`config.mk`:
```
export PLATFORM = sky130hd
export DESIGN_NAME = ajs_top
export DESIGN_NICKNAME = d
export VERILOG_FILES = /design/src/inc/ajs_pkg.sv /design/src/verilog/ajs_axis.sv /design/src/verilog/ajs_top.sv
export SDC_FILE = /design/constraint.sdc
export NUM_CORES = 2
export LEC_CHECK = 0
export ABC_AREA = 1
export BUFFER_PORTS_ARGS = -buffer_cell sky130_fd_sc_hd__buf_2
export CORE_MARGIN = 5
export CORE_UTILIZATION = 59
export CTS_BUF_LIST = sky130_fd_sc_hd__clkbuf_4 sky130_fd_sc_hd__clkbuf_8
export DETAILED_ROUTE_END_ITERATION = 10
export HOLD_SLACK_MARGIN = 0.02
export PLACE_DENSITY = 0.83
export SYNTH_ARGS = -nofsm -noshare
export SYNTH_HDL_FRONTEND = slang
export SYNTH_SLANG_ARGS = --single-unit
```
`constraint.sdc`:
```
create_clock -name clk_sys -period 31 [get_ports clk_sys]
set_input_delay 6.2 -clock clk_sys [delete_from_list [all_inputs] [get_ports clk_sys]]
set_output_delay 6.2 -clock clk_sys [all_outputs]
set_load 0.1 [all_outputs]
```
`src/inc/ajs_pkg.sv`:
```
package ajs_pkg;
	// Speed word width, pulses per second
	localparam int SPD_W = 16;
	// Time word width, milliseconds
	localparam int TIME_W = 16;
	// Code register width
	localparam int CODE_W = 16;
	// Clock rate and one millisecond tick
	localparam int CLK_HZ = 100_000_000;
	localparam int TICK_MS = 1;
	localparam int TICK_CYC = CLK_HZ / 1000 * TICK_MS;
	// Operation state codes
	localparam logic [7:0] OPST_IDLE = 8'h00;
	localparam logic [7:0] OPST_JOG = 8'h02;
	localparam logic [7:0] OPST_POS = 8'h01;
	localparam logic [7:0] OPST_SPEED = 8'h0A;
	// Error and warning codes (decimal values)
	localparam logic [CODE_W-1:0] CODE_NONE = 16'h0000;
	localparam logic [CODE_W-1:0] WARN_SPEED_RANGE = 16'd1020;
	localparam logic [CODE_W-1:0] ERR_STOP_AT_START = 16'd1102;
	// Motion modes
	localparam logic [1:0] MODE_POS = 2'h0;
	localparam logic [1:0] MODE_SPEED = 2'h1;
	// Feed value width
	localparam int FEED_W = 32;
	localparam logic [FEED_W-1:0] FEED_ZERO = 32'h0000_0000;
	localparam logic [SPD_W-1:0] SPD_ZERO = 16'h0000;
	localparam logic [TIME_W-1:0] TIME_ZERO = 16'h0000;
endpackage : ajs_pkg

```
`src/verilog/ajs_axis.sv`:
```
`timescale 1ns/1ps
`default_nettype none
// One axis: JOG, speed control, positioning profile with ramps
module ajs_axis (
	// Clock and reset
	input wire logic clk_sys,
	input wire logic rst_n,
	input wire logic tick,
	// Commands, synchronised except new_speed and sim_ok
	input wire logic jog_start_cmd,
	input wire logic jog_dir,
	input wire logic axis_stop_cmd,
	input wire logic speed_change_cmd,
	input wire logic [ajs_pkg::SPD_W-1:0] new_speed,
	input wire logic error_reset,
	input wire logic sim_go,
	input wire logic sim_ok,
	// JOG parameter block
	input wire logic [ajs_pkg::SPD_W-1:0] jog_speed,
	input wire logic [ajs_pkg::TIME_W-1:0] jog_acc_ms,
	input wire logic [ajs_pkg::TIME_W-1:0] jog_dec_ms,
	// Positioning data
	input wire logic [1:0] pos_mode,
	input wire logic [ajs_pkg::SPD_W-1:0] cmd_speed,
	input wire logic [ajs_pkg::FEED_W-1:0] move_amount,
	input wire logic pos_dir,
	// Axis limits
	input wire logic [ajs_pkg::SPD_W-1:0] bias_speed,
	input wire logic [ajs_pkg::SPD_W-1:0] speed_limit,
	// Status
	output logic axis_busy_flag,
	output logic positioning_done_flag,
	output logic zero_speed_flag,
	output logic [7:0] axis_operation_state,
	output logic [ajs_pkg::FEED_W-1:0] current_feed_value,
	output logic [ajs_pkg::CODE_W-1:0] axis_code,
	output logic [ajs_pkg::SPD_W-1:0] cur_speed,
	output logic move_dir,
	output logic pulse_out
);
	import ajs_pkg::*;

	typedef enum logic [2:0] {
		ST_IDLE = 3'b000,
		ST_ACC = 3'b001,
		ST_RUN = 3'b010,
		ST_DEC = 3'b011,
		ST_ZERO = 3'b100
	} ajs_state_t;

	ajs_state_t state_reg, state_next;
	logic jog_reg, jog_next;                 // Motion started by JOG
	logic spdctl_reg, spdctl_next;           // Speed control mode
	logic jog_prev_reg, jog_prev_next;       // Previous JOG command level
	logic [SPD_W-1:0] spd_reg, spd_next;     // Present speed
	logic [SPD_W-1:0] tgt_reg, tgt_next;     // Target speed
	logic [SPD_W-1:0] step_reg, step_next;   // Ramp step per tick
	logic [TIME_W-1:0] dec_reg, dec_next;    // Deceleration time
	logic dir_reg, dir_next;
	logic done_reg, done_next;
	logic zero_reg, zero_next;
	logic [7:0] opst_reg, opst_next;
	logic [FEED_W-1:0] feed_reg, feed_next;
	logic [FEED_W-1:0] left_reg, left_next;  // Remaining movement
	logic [CODE_W-1:0] code_reg, code_next;
	logic [31:0] acc_reg, acc_next;          // Pulse phase accumulator
	logic pulse_reg, pulse_next;
	logic busy_reg, busy_next;               // Busy, registered for the port
	logic jog_rise;
	logic [SPD_W-1:0] clamp_spd;
	logic clamp_warn;
	logic [SPD_W-1:0] pick_spd;
	logic [32:0] acc_sum;

	// Step for a ramp from zero to a speed over a time in ms
	function automatic logic [SPD_W-1:0] ramp_step(input logic [SPD_W-1:0] spd,
			input logic [TIME_W-1:0] ms);
		logic [SPD_W-1:0] s;
		s = (ms == TIME_ZERO) ? spd : SPD_W'(spd / ms);
		ramp_step = (s == SPD_ZERO) ? 16'h0001 : s;
	endfunction : ramp_step

	assign jog_rise = jog_start_cmd && !jog_prev_reg;

	// Choose a requested speed source
	always_comb begin
		if (state_reg == ST_IDLE) begin
			pick_spd = jog_rise ? jog_speed : cmd_speed;
		end else begin
			pick_spd = new_speed;
		end
	end

	// Clamp a speed to bias and limit; zero with zero bias stays zero
	always_comb begin
		clamp_spd = pick_spd;
		clamp_warn = 1'b0;
		if (pick_spd > speed_limit) begin
			clamp_spd = speed_limit;
			clamp_warn = 1'b1;
		end else if (pick_spd < bias_speed) begin
			clamp_spd = bias_speed;
			clamp_warn = 1'b1;
		end
	end

	// Next state of the axis sequencer
	always_comb begin
		state_next = state_reg;
		jog_next = jog_reg;
		spdctl_next = spdctl_reg;
		jog_prev_next = jog_start_cmd;
		spd_next = spd_reg;
		tgt_next = tgt_reg;
		step_next = step_reg;
		dec_next = dec_reg;
		dir_next = dir_reg;
		done_next = done_reg;
		zero_next = zero_reg;
		opst_next = opst_reg;
		feed_next = feed_reg;
		left_next = left_reg;
		code_next = code_reg;
		if (error_reset) begin
			code_next = CODE_NONE;
		end
		unique case (state_reg)
			ST_IDLE: begin
				// Start requests are only looked at while not busy
				if (jog_rise && axis_stop_cmd) begin
					code_next = ERR_STOP_AT_START;
				end else if (jog_rise) begin
					jog_next = 1'b1;
					spdctl_next = 1'b0;
					dir_next = jog_dir;
					tgt_next = clamp_spd;
					step_next = ramp_step(clamp_spd, jog_acc_ms);
					dec_next = jog_dec_ms;
					done_next = 1'b0;
					opst_next = OPST_JOG;
					if (clamp_warn) begin
						code_next = WARN_SPEED_RANGE;
					end
					if (clamp_spd == SPD_ZERO) begin
						zero_next = 1'b1;
						state_next = ST_ZERO;
					end else begin
						state_next = ST_ACC;
					end
				end else if (sim_go && sim_ok && !axis_stop_cmd) begin
					jog_next = 1'b0;
					spdctl_next = (pos_mode == MODE_SPEED);
					dir_next = pos_dir;
					tgt_next = clamp_spd;
					step_next = ramp_step(clamp_spd, jog_acc_ms);
					dec_next = jog_dec_ms;
					done_next = 1'b0;
					left_next = move_amount;
					opst_next = (pos_mode == MODE_SPEED) ? OPST_SPEED : OPST_POS;
					if (pos_mode == MODE_SPEED) begin
						feed_next = FEED_ZERO;
					end
					if (clamp_warn) begin
						code_next = WARN_SPEED_RANGE;
					end
					if (clamp_spd == SPD_ZERO) begin
						zero_next = 1'b1;
						state_next = ST_ZERO;
					end else begin
						state_next = ST_ACC;
					end
				end
			end
			ST_ZERO: begin
				// Stalled at zero speed, busy held
				if (axis_stop_cmd || (jog_reg && !jog_start_cmd)) begin
					zero_next = 1'b0;
					state_next = ST_IDLE;
					opst_next = OPST_IDLE;
				end else if (speed_change_cmd && clamp_spd != SPD_ZERO) begin
					zero_next = 1'b0;
					tgt_next = clamp_spd;
					step_next = ramp_step(clamp_spd, jog_acc_ms);
					state_next = ST_ACC;
					if (clamp_warn) begin
						code_next = WARN_SPEED_RANGE;
					end
				end
			end
			ST_ACC, ST_RUN: begin
				if (axis_stop_cmd || (jog_reg && !jog_start_cmd)) begin
					step_next = ramp_step(spd_reg, dec_reg);
					state_next = ST_DEC;
				end else begin
					if (speed_change_cmd) begin
						if (clamp_spd == SPD_ZERO) begin
							zero_next = 1'b1;
							spd_next = SPD_ZERO;
							state_next = ST_ZERO;
						end else begin
							tgt_next = clamp_spd;
							state_next = ST_ACC;
						end
						if (clamp_warn) begin
							code_next = WARN_SPEED_RANGE;
						end
					end else if ((tick || jog_acc_ms == TIME_ZERO) && spd_reg != tgt_reg) begin
						// Zero ramp time steps at once instead of waiting a tick
						// Ramp toward target in either direction
						if (spd_reg < tgt_reg) begin
							spd_next = (tgt_reg - spd_reg > step_reg) ? SPD_W'(spd_reg + step_reg)
								: tgt_reg;
						end else begin
							spd_next = (spd_reg - tgt_reg > step_reg) ? SPD_W'(spd_reg - step_reg)
								: tgt_reg;
						end
					end else if (spd_reg == tgt_reg) begin
						state_next = ST_RUN;
					end
				end
			end
			ST_DEC: begin
				// Speed change requests are dropped here; zero time stops at once
				if (tick || dec_reg == TIME_ZERO) begin
					if (spd_reg > step_reg) begin
						spd_next = SPD_W'(spd_reg - step_reg);
					end else begin
						spd_next = SPD_ZERO;
					end
				end
				if (spd_reg == SPD_ZERO) begin
					state_next = ST_IDLE;
					opst_next = OPST_IDLE;
					jog_next = 1'b0;
				end
			end
			default: begin
				state_next = ST_IDLE;
			end
		endcase
		// Pulse counting: feed value and positioning end
		if (pulse_reg && !spdctl_reg) begin
			feed_next = dir_reg ? FEED_W'(feed_reg - 1) : FEED_W'(feed_reg + 1);
			if (!jog_reg && left_reg != FEED_ZERO) begin
				left_next = FEED_W'(left_reg - 1);
				if (left_reg == 32'h0000_0001) begin
					spd_next = SPD_ZERO;
					state_next = ST_IDLE;
					opst_next = OPST_IDLE;
					done_next = 1'b1;
				end
			end
		end
		if (spdctl_reg) begin
			feed_next = FEED_ZERO;
			done_next = 1'b0;
		end
		// Busy follows the next state so the port comes from a flop
		busy_next = (state_next != ST_IDLE);
	end

	// Pulse generator: phase accumulator at speed pulses per second
	always_comb begin
		acc_sum = {1'b0, acc_reg} + 33'(spd_reg);
		acc_next = acc_reg;
		pulse_next = 1'b0;
		if (state_reg == ST_IDLE || state_reg == ST_ZERO) begin
			acc_next = 32'h0000_0000;
		end else if (acc_sum >= 33'(CLK_HZ)) begin
			acc_next = 32'(acc_sum - 33'(CLK_HZ));
			pulse_next = 1'b1;
		end else begin
			acc_next = acc_sum[31:0];
		end
	end

	// Register all state
	always_ff @(posedge clk_sys or negedge rst_n) begin
		if (!rst_n) begin
			state_reg <= ST_IDLE;
			jog_reg <= 1'b0;
			spdctl_reg <= 1'b0;
			jog_prev_reg <= 1'b0;
			spd_reg <= SPD_ZERO;
			tgt_reg <= SPD_ZERO;
			step_reg <= SPD_ZERO;
			dec_reg <= TIME_ZERO;
			dir_reg <= 1'b0;
			done_reg <= 1'b0;
			zero_reg <= 1'b0;
			opst_reg <= OPST_IDLE;
			feed_reg <= FEED_ZERO;
			left_reg <= FEED_ZERO;
			code_reg <= CODE_NONE;
			acc_reg <= 32'h0000_0000;
			pulse_reg <= 1'b0;
			busy_reg <= 1'b0;
		end else begin
			state_reg <= state_next;
			jog_reg <= jog_next;
			spdctl_reg <= spdctl_next;
			jog_prev_reg <= jog_prev_next;
			spd_reg <= spd_next;
			tgt_reg <= tgt_next;
			step_reg <= step_next;
			dec_reg <= dec_next;
			dir_reg <= dir_next;
			done_reg <= done_next;
			zero_reg <= zero_next;
			opst_reg <= opst_next;
			feed_reg <= feed_next;
			left_reg <= left_next;
			code_reg <= code_next;
			acc_reg <= acc_next;
			pulse_reg <= pulse_next;
			busy_reg <= busy_next;
		end
	end

	// Outputs straight from flip-flops
	assign axis_busy_flag = busy_reg;
	assign positioning_done_flag = done_reg;
	assign zero_speed_flag = zero_reg;
	assign axis_operation_state = opst_reg;
	assign current_feed_value = feed_reg;
	assign axis_code = code_reg;
	assign cur_speed = spd_reg;
	assign move_dir = dir_reg;
	assign pulse_out = pulse_reg;
endmodule : ajs_axis
`default_nettype wire

```
`src/verilog/ajs_top.sv`:
```
`timescale 1ns/1ps
`default_nettype none
module ajs_top (
	// Clock and reset
	input wire logic clk_sys,
	input wire logic rst_n,
	// Controller commands, per axis [0]/[1], plus the joint start
	input wire logic [1:0] jog_start_cmd,
	input wire logic [1:0] jog_dir,
	input wire logic [1:0] axis_stop_cmd,
	input wire logic [1:0] speed_change_cmd,
	input wire logic [1:0] error_reset,
	input wire logic dual_axis_start_cmd,
	// Speed change values
	input wire logic [ajs_pkg::SPD_W-1:0] new_speed_0,
	input wire logic [ajs_pkg::SPD_W-1:0] new_speed_1,
	// JOG parameter blocks
	input wire logic [ajs_pkg::SPD_W-1:0] jog_speed_0,
	input wire logic [ajs_pkg::SPD_W-1:0] jog_speed_1,
	input wire logic [ajs_pkg::TIME_W-1:0] jog_acc_ms,
	input wire logic [ajs_pkg::TIME_W-1:0] jog_dec_ms,
	// Positioning data
	input wire logic [1:0] pos_mode_0,
	input wire logic [1:0] pos_mode_1,
	input wire logic [ajs_pkg::SPD_W-1:0] cmd_speed_0,
	input wire logic [ajs_pkg::SPD_W-1:0] cmd_speed_1,
	input wire logic [ajs_pkg::FEED_W-1:0] move_amount_0,
	input wire logic [ajs_pkg::FEED_W-1:0] move_amount_1,
	input wire logic [1:0] pos_dir,
	input wire logic [1:0] data_valid,
	// Limits
	input wire logic [ajs_pkg::SPD_W-1:0] bias_speed,
	input wire logic [ajs_pkg::SPD_W-1:0] speed_limit,
	// Status per axis
	output logic [1:0] axis_busy_flag,
	output logic [1:0] positioning_done_flag,
	output logic [1:0] zero_speed_flag,
	output logic [7:0] axis_operation_state_0,
	output logic [7:0] axis_operation_state_1,
	output logic [ajs_pkg::FEED_W-1:0] current_feed_value_0,
	output logic [ajs_pkg::FEED_W-1:0] current_feed_value_1,
	output logic [ajs_pkg::CODE_W-1:0] axis_code_0,
	output logic [ajs_pkg::CODE_W-1:0] axis_code_1,
	// Drive pulse outputs
	output logic [1:0] pulse_out,
	output logic [1:0] move_dir
);
	import ajs_pkg::*;

	// Commands come from a slower program domain; two-stage sync
	logic [10:0] cmd_s1_reg, cmd_s2_reg;
	logic [10:0] cmd_raw;
	logic [1:0] jog_s, dir_s, stop_s, chg_s, rst_s;
	logic sim_s, sim_prev_reg, sim_rise;
	logic sim_go_reg, sim_go_next;
	logic [1:0] sim_ok_reg, sim_ok_next;
	logic [16:0] tick_cnt_reg, tick_cnt_next; // One millisecond needs 17 bits
	logic tick_reg, tick_next;
	logic [1:0] busy_w;

	assign cmd_raw = {dual_axis_start_cmd, error_reset, speed_change_cmd, axis_stop_cmd,
		jog_dir, jog_start_cmd};

	// Synchroniser stages
	always_ff @(posedge clk_sys or negedge rst_n) begin
		if (!rst_n) begin
			cmd_s1_reg <= 11'h000;
			cmd_s2_reg <= 11'h000;
			sim_prev_reg <= 1'b0;
		end else begin
			cmd_s1_reg <= cmd_raw;
			cmd_s2_reg <= cmd_s1_reg;
			sim_prev_reg <= sim_s;
		end
	end

	assign jog_s = cmd_s2_reg[1:0];
	assign dir_s = cmd_s2_reg[3:2];
	assign stop_s = cmd_s2_reg[5:4];
	assign chg_s = cmd_s2_reg[7:6];
	assign rst_s = cmd_s2_reg[9:8];
	assign sim_s = cmd_s2_reg[10];
	assign sim_rise = sim_s && !sim_prev_reg;

	// Joint start decision and ramp tick
	always_comb begin
		sim_go_next = 1'b0;
		sim_ok_next = 2'b00;
		if (sim_rise && busy_w == 2'b00) begin
			sim_go_next = 1'b1;
			sim_ok_next = data_valid;
		end
		if (tick_cnt_reg == 17'(TICK_CYC - 1)) begin
			tick_cnt_next = 17'h0_0000;
			tick_next = 1'b1;
		end else begin
			tick_cnt_next = 17'(tick_cnt_reg + 17'h0_0001);
			tick_next = 1'b0;
		end
	end

	// Register joint start and tick
	always_ff @(posedge clk_sys or negedge rst_n) begin
		if (!rst_n) begin
			sim_go_reg <= 1'b0;
			sim_ok_reg <= 2'b00;
			tick_cnt_reg <= 17'h0_0000;
			tick_reg <= 1'b0;
		end else begin
			sim_go_reg <= sim_go_next;
			sim_ok_reg <= sim_ok_next;
			tick_cnt_reg <= tick_cnt_next;
			tick_reg <= tick_next;
		end
	end

	assign axis_busy_flag = busy_w;

	// Axis 0; each axis takes only its own stop input
	ajs_axis u_axis0 (
		.clk_sys(clk_sys),
		.rst_n(rst_n),
		.tick(tick_reg),
		.jog_start_cmd(jog_s[0]),
		.jog_dir(dir_s[0]),
		.axis_stop_cmd(stop_s[0]),
		.speed_change_cmd(chg_s[0]),
		.new_speed(new_speed_0),
		.error_reset(rst_s[0]),
		.sim_go(sim_go_reg),
		.sim_ok(sim_ok_reg[0]),
		.jog_speed(jog_speed_0),
		.jog_acc_ms(jog_acc_ms),
		.jog_dec_ms(jog_dec_ms),
		.pos_mode(pos_mode_0),
		.cmd_speed(cmd_speed_0),
		.move_amount(move_amount_0),
		.pos_dir(pos_dir[0]),
		.bias_speed(bias_speed),
		.speed_limit(speed_limit),
		.axis_busy_flag(busy_w[0]),
		.positioning_done_flag(positioning_done_flag[0]),
		.zero_speed_flag(zero_speed_flag[0]),
		.axis_operation_state(axis_operation_state_0),
		.current_feed_value(current_feed_value_0),
		.axis_code(axis_code_0),
		.cur_speed(),
		.move_dir(move_dir[0]),
		.pulse_out(pulse_out[0])
	);

	// Axis 1
	ajs_axis u_axis1 (
		.clk_sys(clk_sys),
		.rst_n(rst_n),
		.tick(tick_reg),
		.jog_start_cmd(jog_s[1]),
		.jog_dir(dir_s[1]),
		.axis_stop_cmd(stop_s[1]),
		.speed_change_cmd(chg_s[1]),
		.new_speed(new_speed_1),
		.error_reset(rst_s[1]),
		.sim_go(sim_go_reg),
		.sim_ok(sim_ok_reg[1]),
		.jog_speed(jog_speed_1),
		.jog_acc_ms(jog_acc_ms),
		.jog_dec_ms(jog_dec_ms),
		.pos_mode(pos_mode_1),
		.cmd_speed(cmd_speed_1),
		.move_amount(move_amount_1),
		.pos_dir(pos_dir[1]),
		.bias_speed(bias_speed),
		.speed_limit(speed_limit),
		.axis_busy_flag(busy_w[1]),
		.positioning_done_flag(positioning_done_flag[1]),
		.zero_speed_flag(zero_speed_flag[1]),
		.axis_operation_state(axis_operation_state_1),
		.current_feed_value(current_feed_value_1),
		.axis_code(axis_code_1),
		.cur_speed(),
		.move_dir(move_dir[1]),
		.pulse_out(pulse_out[1])
	);
endmodule : ajs_top
`default_nettype wire
```
* Word level (Yosys, flattened, before mapping)
Cells that the tools add are included.
** Storage, ports and cells
- Register bits :: 434
- Input port bits :: 245
- Output and inout port bits :: 122
** Operators by class
- Add/subtract/negate cells :: 19
- Divide/modulo/power cells :: 4
- Magnitude comparators :: 14
- Equal/unequal tests :: 41
- Mux-type cells :: 244
- Bitwise operators :: 2
- Reductions and logical operators :: 84
** Operators with widths (count)
- $mux 16 :: 90
- $mux 32 :: 32
- $pmux 16 s3 :: 6
- $logic_not 16->1 :: 11
- $gt 16x16->1 :: 8
- $mux 8 :: 16
- $sub 32x1->32 const B :: 4
- $sub 16x16->16 :: 6
- $mux 3 :: 28
- $add 32x16->33 :: 2
- $ge 33x27->1 const B :: 2
- $add 32x1->32 const B :: 2
- $div 16x16->16 :: 4
- $eq 32x1->1 const B :: 2
- $lt 16x16->1 :: 4
- $pmux 16 s2 :: 2
- $reduce_bool 32->1 :: 2
- $sub 32x27->32 const B :: 2
- $mux 1 :: 58
- $pmux 8 s3 :: 2
- $add 16x16->16 :: 2
- $eq 16x16->1 :: 2
- $ne 16x16->1 :: 2
- $reduce_bool 16->1 :: 2
- other kinds (30) :: 117

* Longest topological paths before layout
- Depth in word-level cells :: 17
- Depth in mapped cells :: 265
- Depth with buffers taken out :: 257

* Hierarchy
From an unflattened synthesis, not the netlist that was laid out.
** Second synthesis, totals
- Cells, all modules :: 9429
- Area total of the unflattened synthesis :: 62441.1 µm²
** Modules (own cells, without submodules)
- ajs_axis at u_axis1 :: times used 1, cells an instance 4638, area each 30549.3 µm²
- ajs_axis at u_axis0 :: times used 1, cells an instance 4610, area each 30206.5 µm²
- ajs_top :: times used 1, cells an instance 181, area each 1685.4 µm²

* Worst setup path before layout
No wires, ideal clock.
- Path type :: in2reg
- Start point :: in cmd_speed_0[9] (netlist bit)
- End point :: reg u_axis0.step_reg[11]
- Setup time :: 0.126 ns
- Arrival time :: 35.533 ns
- Data required time :: 30.874 ns
- Setup slack :: -4.660 ns
- Stages on the path :: 251
- Buffers on the path :: 8
- Cells stage by stage :: o21ai_0 > o21ai_0 > ha_1 > a21oi_1 > nor2_1 > a211oi_1 > nor2_1 > nor3_1 > nand3_1 > nand2_1 > buf_2 > buf_2 > nand3_1 > nand2_1 > inv_1 > ha_1 > o21ai_0 > or2_2 > [... 215 more ...] > o21a_1 > o21ai_0 > nand2_1 > nand2_1 > nand2_1 > nand2_1 > nand2_1 > a21oi_1 > o211ai_1 > nand4_1 > a31oi_1 > nor2_1 > nand2_1 > nor2_1 > and3_1 > a31oi_1 > nand2_1 > a31oi_1
** Between the ends
- Longest elaborated chain between the ends :: 13
** Ends and longest elaborated chain
- start: declaration :: line ajs_top.sv:25 : input wire logic [ajs_pkg::SPD_W-1:0] cmd_speed_0,
- $mux 16 (*) :: line ajs_axis.sv:88 : pick_spd = jog_rise ? jog_speed : cmd_speed;
- $mux 16 (*) :: line ajs_axis.sv:87 : if (state_reg == ST_IDLE) begin
- $lt 16x16->1 :: line ajs_axis.sv:101 : end else if (pick_spd < bias_speed) begin
- $mux 16 :: line ajs_axis.sv:101
- $mux 16 (*) :: line ajs_axis.sv:98 : if (pick_spd > speed_limit) begin
- net u_axis0.clamp_spd[15] :: line ajs_axis.sv:70 : logic [SPD_W-1:0] clamp_spd;
- $div 16x16->16 :: line ajs_axis.sv:79 : s = (ms == TIME_ZERO) ? spd : SPD_W'(spd / ms);
- $mux 16 :: line ajs_axis.sv:79
- $logic_not 16->1 :: line ajs_axis.sv:80 : ramp_step = (s == SPD_ZERO) ? 16'h0001 : s;
- $mux 16 :: line ajs_axis.sv:80
- $mux 16 :: line ajs_axis.sv:150 : end else if (sim_go && sim_ok && !axis_stop_cmd) begin
- $mux 16 :: line ajs_axis.sv:132 : end else if (jog_rise) begin
- $mux 16 :: line ajs_axis.sv:130 : if (jog_rise && axis_stop_cmd) begin
- $pmux 16 s3 :: line ajs_axis.sv:127 : unique case (state_reg)
- end signal: assignment :: line ajs_axis.sv:305 : step_reg <= step_next;
- end: declaration :: line ajs_axis.sv:57 : logic [SPD_W-1:0] step_reg, step_next;
The timed path passes the listed nets; every way through them passes the cells marked *. The select of a mux whose other input is x is not followed.
A chain may end at the register's enable or synchronous reset.

* Final worst setup path
- Start point :: in cmd_speed_0[7] (netlist bit)
- End point :: reg u_axis0.step_reg[15]
The elaborated chain is that of the path after synthesis.

==> impl_metrics.yaml <==
run_status:
  outcome: "finished, violations left"
  violations: "negative setup slack"
setup_path:
  crit_arrival_ns: 36.48
  endpoint_kind: "flip-flop"
  required_ns: 31.62
  cp-start-kind: "input port"
  slowest_delay_ns: 0.39
  critPathBufInv: 35
  slowest_stage: "a2111oi_4"
  cp_max_fo: 14
  cp-startpoint: "cmd_speed_0[7]"
  r2r-start: "u_axis0.dec_reg[12]$_DFFE_PN0P_"
  worst_r2r_path_depth: 215
  reg2reg_to: "u_axis0.step_reg[0]$_DFFE_PN0P_"
  crit_path_frequent_cell: "nand2_2"
  reg2reg_slack_ns: -1.46
  cp-endpoint: "u_axis0.step_reg[15]$_DFFE_PN0P_"
  path_depth: 239
  setup.worst_path.class: "input port to flip-flop"
  critPathTopFamily: "compound AO/OA/AOI/OAI gates"
synthesis:
  yosys-top-cells-count: "nand2_1 (2,078), inv_1 (1,219), ha_1 (898)"
  syn-instance-count: 9440
  ys.flop_type: "dfrtp_1"
  synth_warnings: 0
  syn_avg_cell_area_um2: 6.683
  ys_seq_area_frac: 0.1721
  synth.area.top_cells: "ha_1 (18%), dfrtp_1 (17%), nand2_1 (12%)"
  yosysUniqueCellTypes: 100
  synth_edf_count: 0
  synth-seq-cells: 434
  syn-cell-area_um2: 63090
  post-synth-top-area-cell: "ha_1"
  synth_fp_nets: 10595
  synthArstFlopShare: 1.000
  synth_top_area_share: 0.1781
  yosysMostFrequentCell: "nand2_1"
timing:
  setup_slack_ns: -4.862
  tightest_slew_ns: 1.209
  fin_setup_tns_ns: -40.95
  slew_viol_final: 0
  hold_viol: 0
  fmax_mhz: 27.88
  slew_headroom: 0.1852
  clock_skew_ns: 0.05101
  min_period_ns: 35.86
  fin_crit_sh: 1.157
  finalSetupViolCount: 12
  rsz0062_at_grt: "yes"
pwr:
  leakagePower_nw: 41.53
  p_sw_mw: 5.593
  netSwitchingFraction: 0.5440
  pwr_density_cell_nw_per_um2: 131.7
  pwr-share-comb: 0.852
  seq_power_share: 0.080
  p_clk_frac: 0.067
  internal-power_mw: 4.689
  ir_drop_mv: 0.1011
placed_design:
  placed_cells: 11852
  pre_cts_slack_ns: -5.349
  gp_congestion: 1.045
  hpwlAfterDp_um: 179200
  io_buffers: 366
global_route:
  antenna_found_initial: 21
  grt_usage: 0.3901
  first_global_vias: 69948
  grt_overflow_total: 0
  grt_pass1_wl_um: 360100
  grt_max_degree: 152
clocking:
  htreeDepth: 3
  clk_pin_slew_ns: 0.07
  cts_tree: "done"
  clockRootBuffer: "clkbuf_8"
  clock_path_buffers: 3
  numClockSinks: 434
  numCtsBuffers: 83
  worstSkewPairLatency_ns: 0.77
cells_and_area:
  post_layout_nonfiller_instances: 12283
  drive_gt1_frac: 0.2277
  fin_nets: 11944
  utilization: 0.7322
  nFillCells: 8300
  area_growth_pct: 23.71
min_path:
  worstHoldPathType: "flip-flop to flip-flop"
floorplanning:
  die_area_um2: 113600
  ios: 367
  rows: 120
  die_y_um: 337.0
  core-area_um2: 106600
  start_util: 0.5918
  die_w_um: 337.0
detailed_routing:
  wl_per_cell_um: 19.49
  wl_um: 239300
  first_pass_iters: 7
  via_per_inst: 6.010
  drc: 0
  ant_nets: 0
  vias: 73820
  drtIter0Drc: 7206
job:
  max-cap-violations: 0
[per-layer routing]
layer	GRT usage	routed length, um	up-vias
met5	0	12	-
met4	0.1996	15300	2
met3	0.09794	26510	1088
met2	0.6285	104800	4053
met1	0.4852	92680	34269
li1	-	-	34408
[stage by stage]
stage	hold slack, ns	power (mW)	cell area, um2
4_1_cts	0.3102	9.612	76280
3_3_place_gp	0.3313	8.308	72650
5_1_grt	0.3294	11.10	78030
3_5_place_dp	0.3363	8.584	72650
6_report	0.3134	10.28	78050
2_1_floorplan	0.3312	6.117	63500
[placed cells by master, fill, tap and decap left out, drive strengths merged, types with 88 or more instances in the layout]
cell / n
a31oi: 88
xnor2: 179
or2: 95
buf: 1523
ha: 898
xor2: 330
o21ai: 965
nor3: 141
nand4: 90
nand2: 2116
nand3: 432
nor2: 710
dfrtp: 434
a21oi: 737
inv: 1282
clkbuf: 130
[power by group through the flow]
stage	logic (mW)	clock network [mW]	registers, mW
6_report	8.76	0.691	0.827
5_1_grt	9.55	0.718	0.830
4_1_cts	8.10	0.695	0.816
3_5_place_dp	7.76	0	0.824
3_3_place_gp	7.49	0	0.821
2_1_floorplan	5.25	0	0.869
[area by class of cell]
type	count	area, um2	area share
Multi-Input combinational cell	7444	47750	0.6117
Sequential cell	434	10860	0.1391
Clock buffer	130	1639	0.02100
Tap cell	1403	1755	0.02249
Clock inverter	22	346.6	0.004440
Inverter	1302	4923	0.06308
Timing Repair Buffer	1523	10710	0.1373
Antenna cell	24	60.06	0.0007695
Timing Repair inverter	1	7.507	0.00009618
[kinds of logic (layout without fill, tap and decap cells)]
logic type | count (synthesis) | in the layout | synth area share
and+or+nand+nor | 3709 | 3709 | 0.2550
muxes | 21 | 21 | 0.003530
buffers and inverters | 1562 | 2978 | 0.09793
AOI/OAI and AO/OA | 2295 | 2295 | 0.2183
other | 0 | 24 | 0
xor gates and xnor gates | 509 | 509 | 0.07114
DFF | 434 | 434 | 0.1721
adders and majority gates | 910 | 910 | 0.1819
[how the worst min path moves through the flow]
| stage | slack [ns] | depth (start not counted) | endpoint | startpoint |
|---|---|---|---|---|
| after detailed placement | 0.34 | 0 | cmd_s2_reg[7]$_DFF_PN0_ | cmd_s1_reg[7]$_DFF_PN0_ |
| after global placement | 0.33 | 0 | cmd_s2_reg[8]$_DFF_PN0_ | cmd_s1_reg[8]$_DFF_PN0_ |
| after global routing | 0.33 | 0 | cmd_s2_reg[4]$_DFF_PN0_ | cmd_s1_reg[4]$_DFF_PN0_ |
| after floorplan | 0.33 | 0 | cmd_s2_reg[0]$_DFF_PN0_ | cmd_s1_reg[0]$_DFF_PN0_ |
| after CTS | 0.31 | 0 | cmd_s2_reg[4]$_DFF_PN0_ | cmd_s1_reg[4]$_DFF_PN0_ |
| final | 0.31 | 0 | cmd_s2_reg[4]$_DFF_PN0_ | cmd_s1_reg[4]$_DFF_PN0_ |
[repair_timing]
action / in CTS / in global routing
setup endpoints to repair: 12 / 16
setup buffers: 169 / 86
gates cloned: 0 / 1
gates resized for setup: 111 / 241
pin swaps: 133 / 133
hold buffers: 0 / 0
No activity file was read; power rests on OpenSTA's default activity.
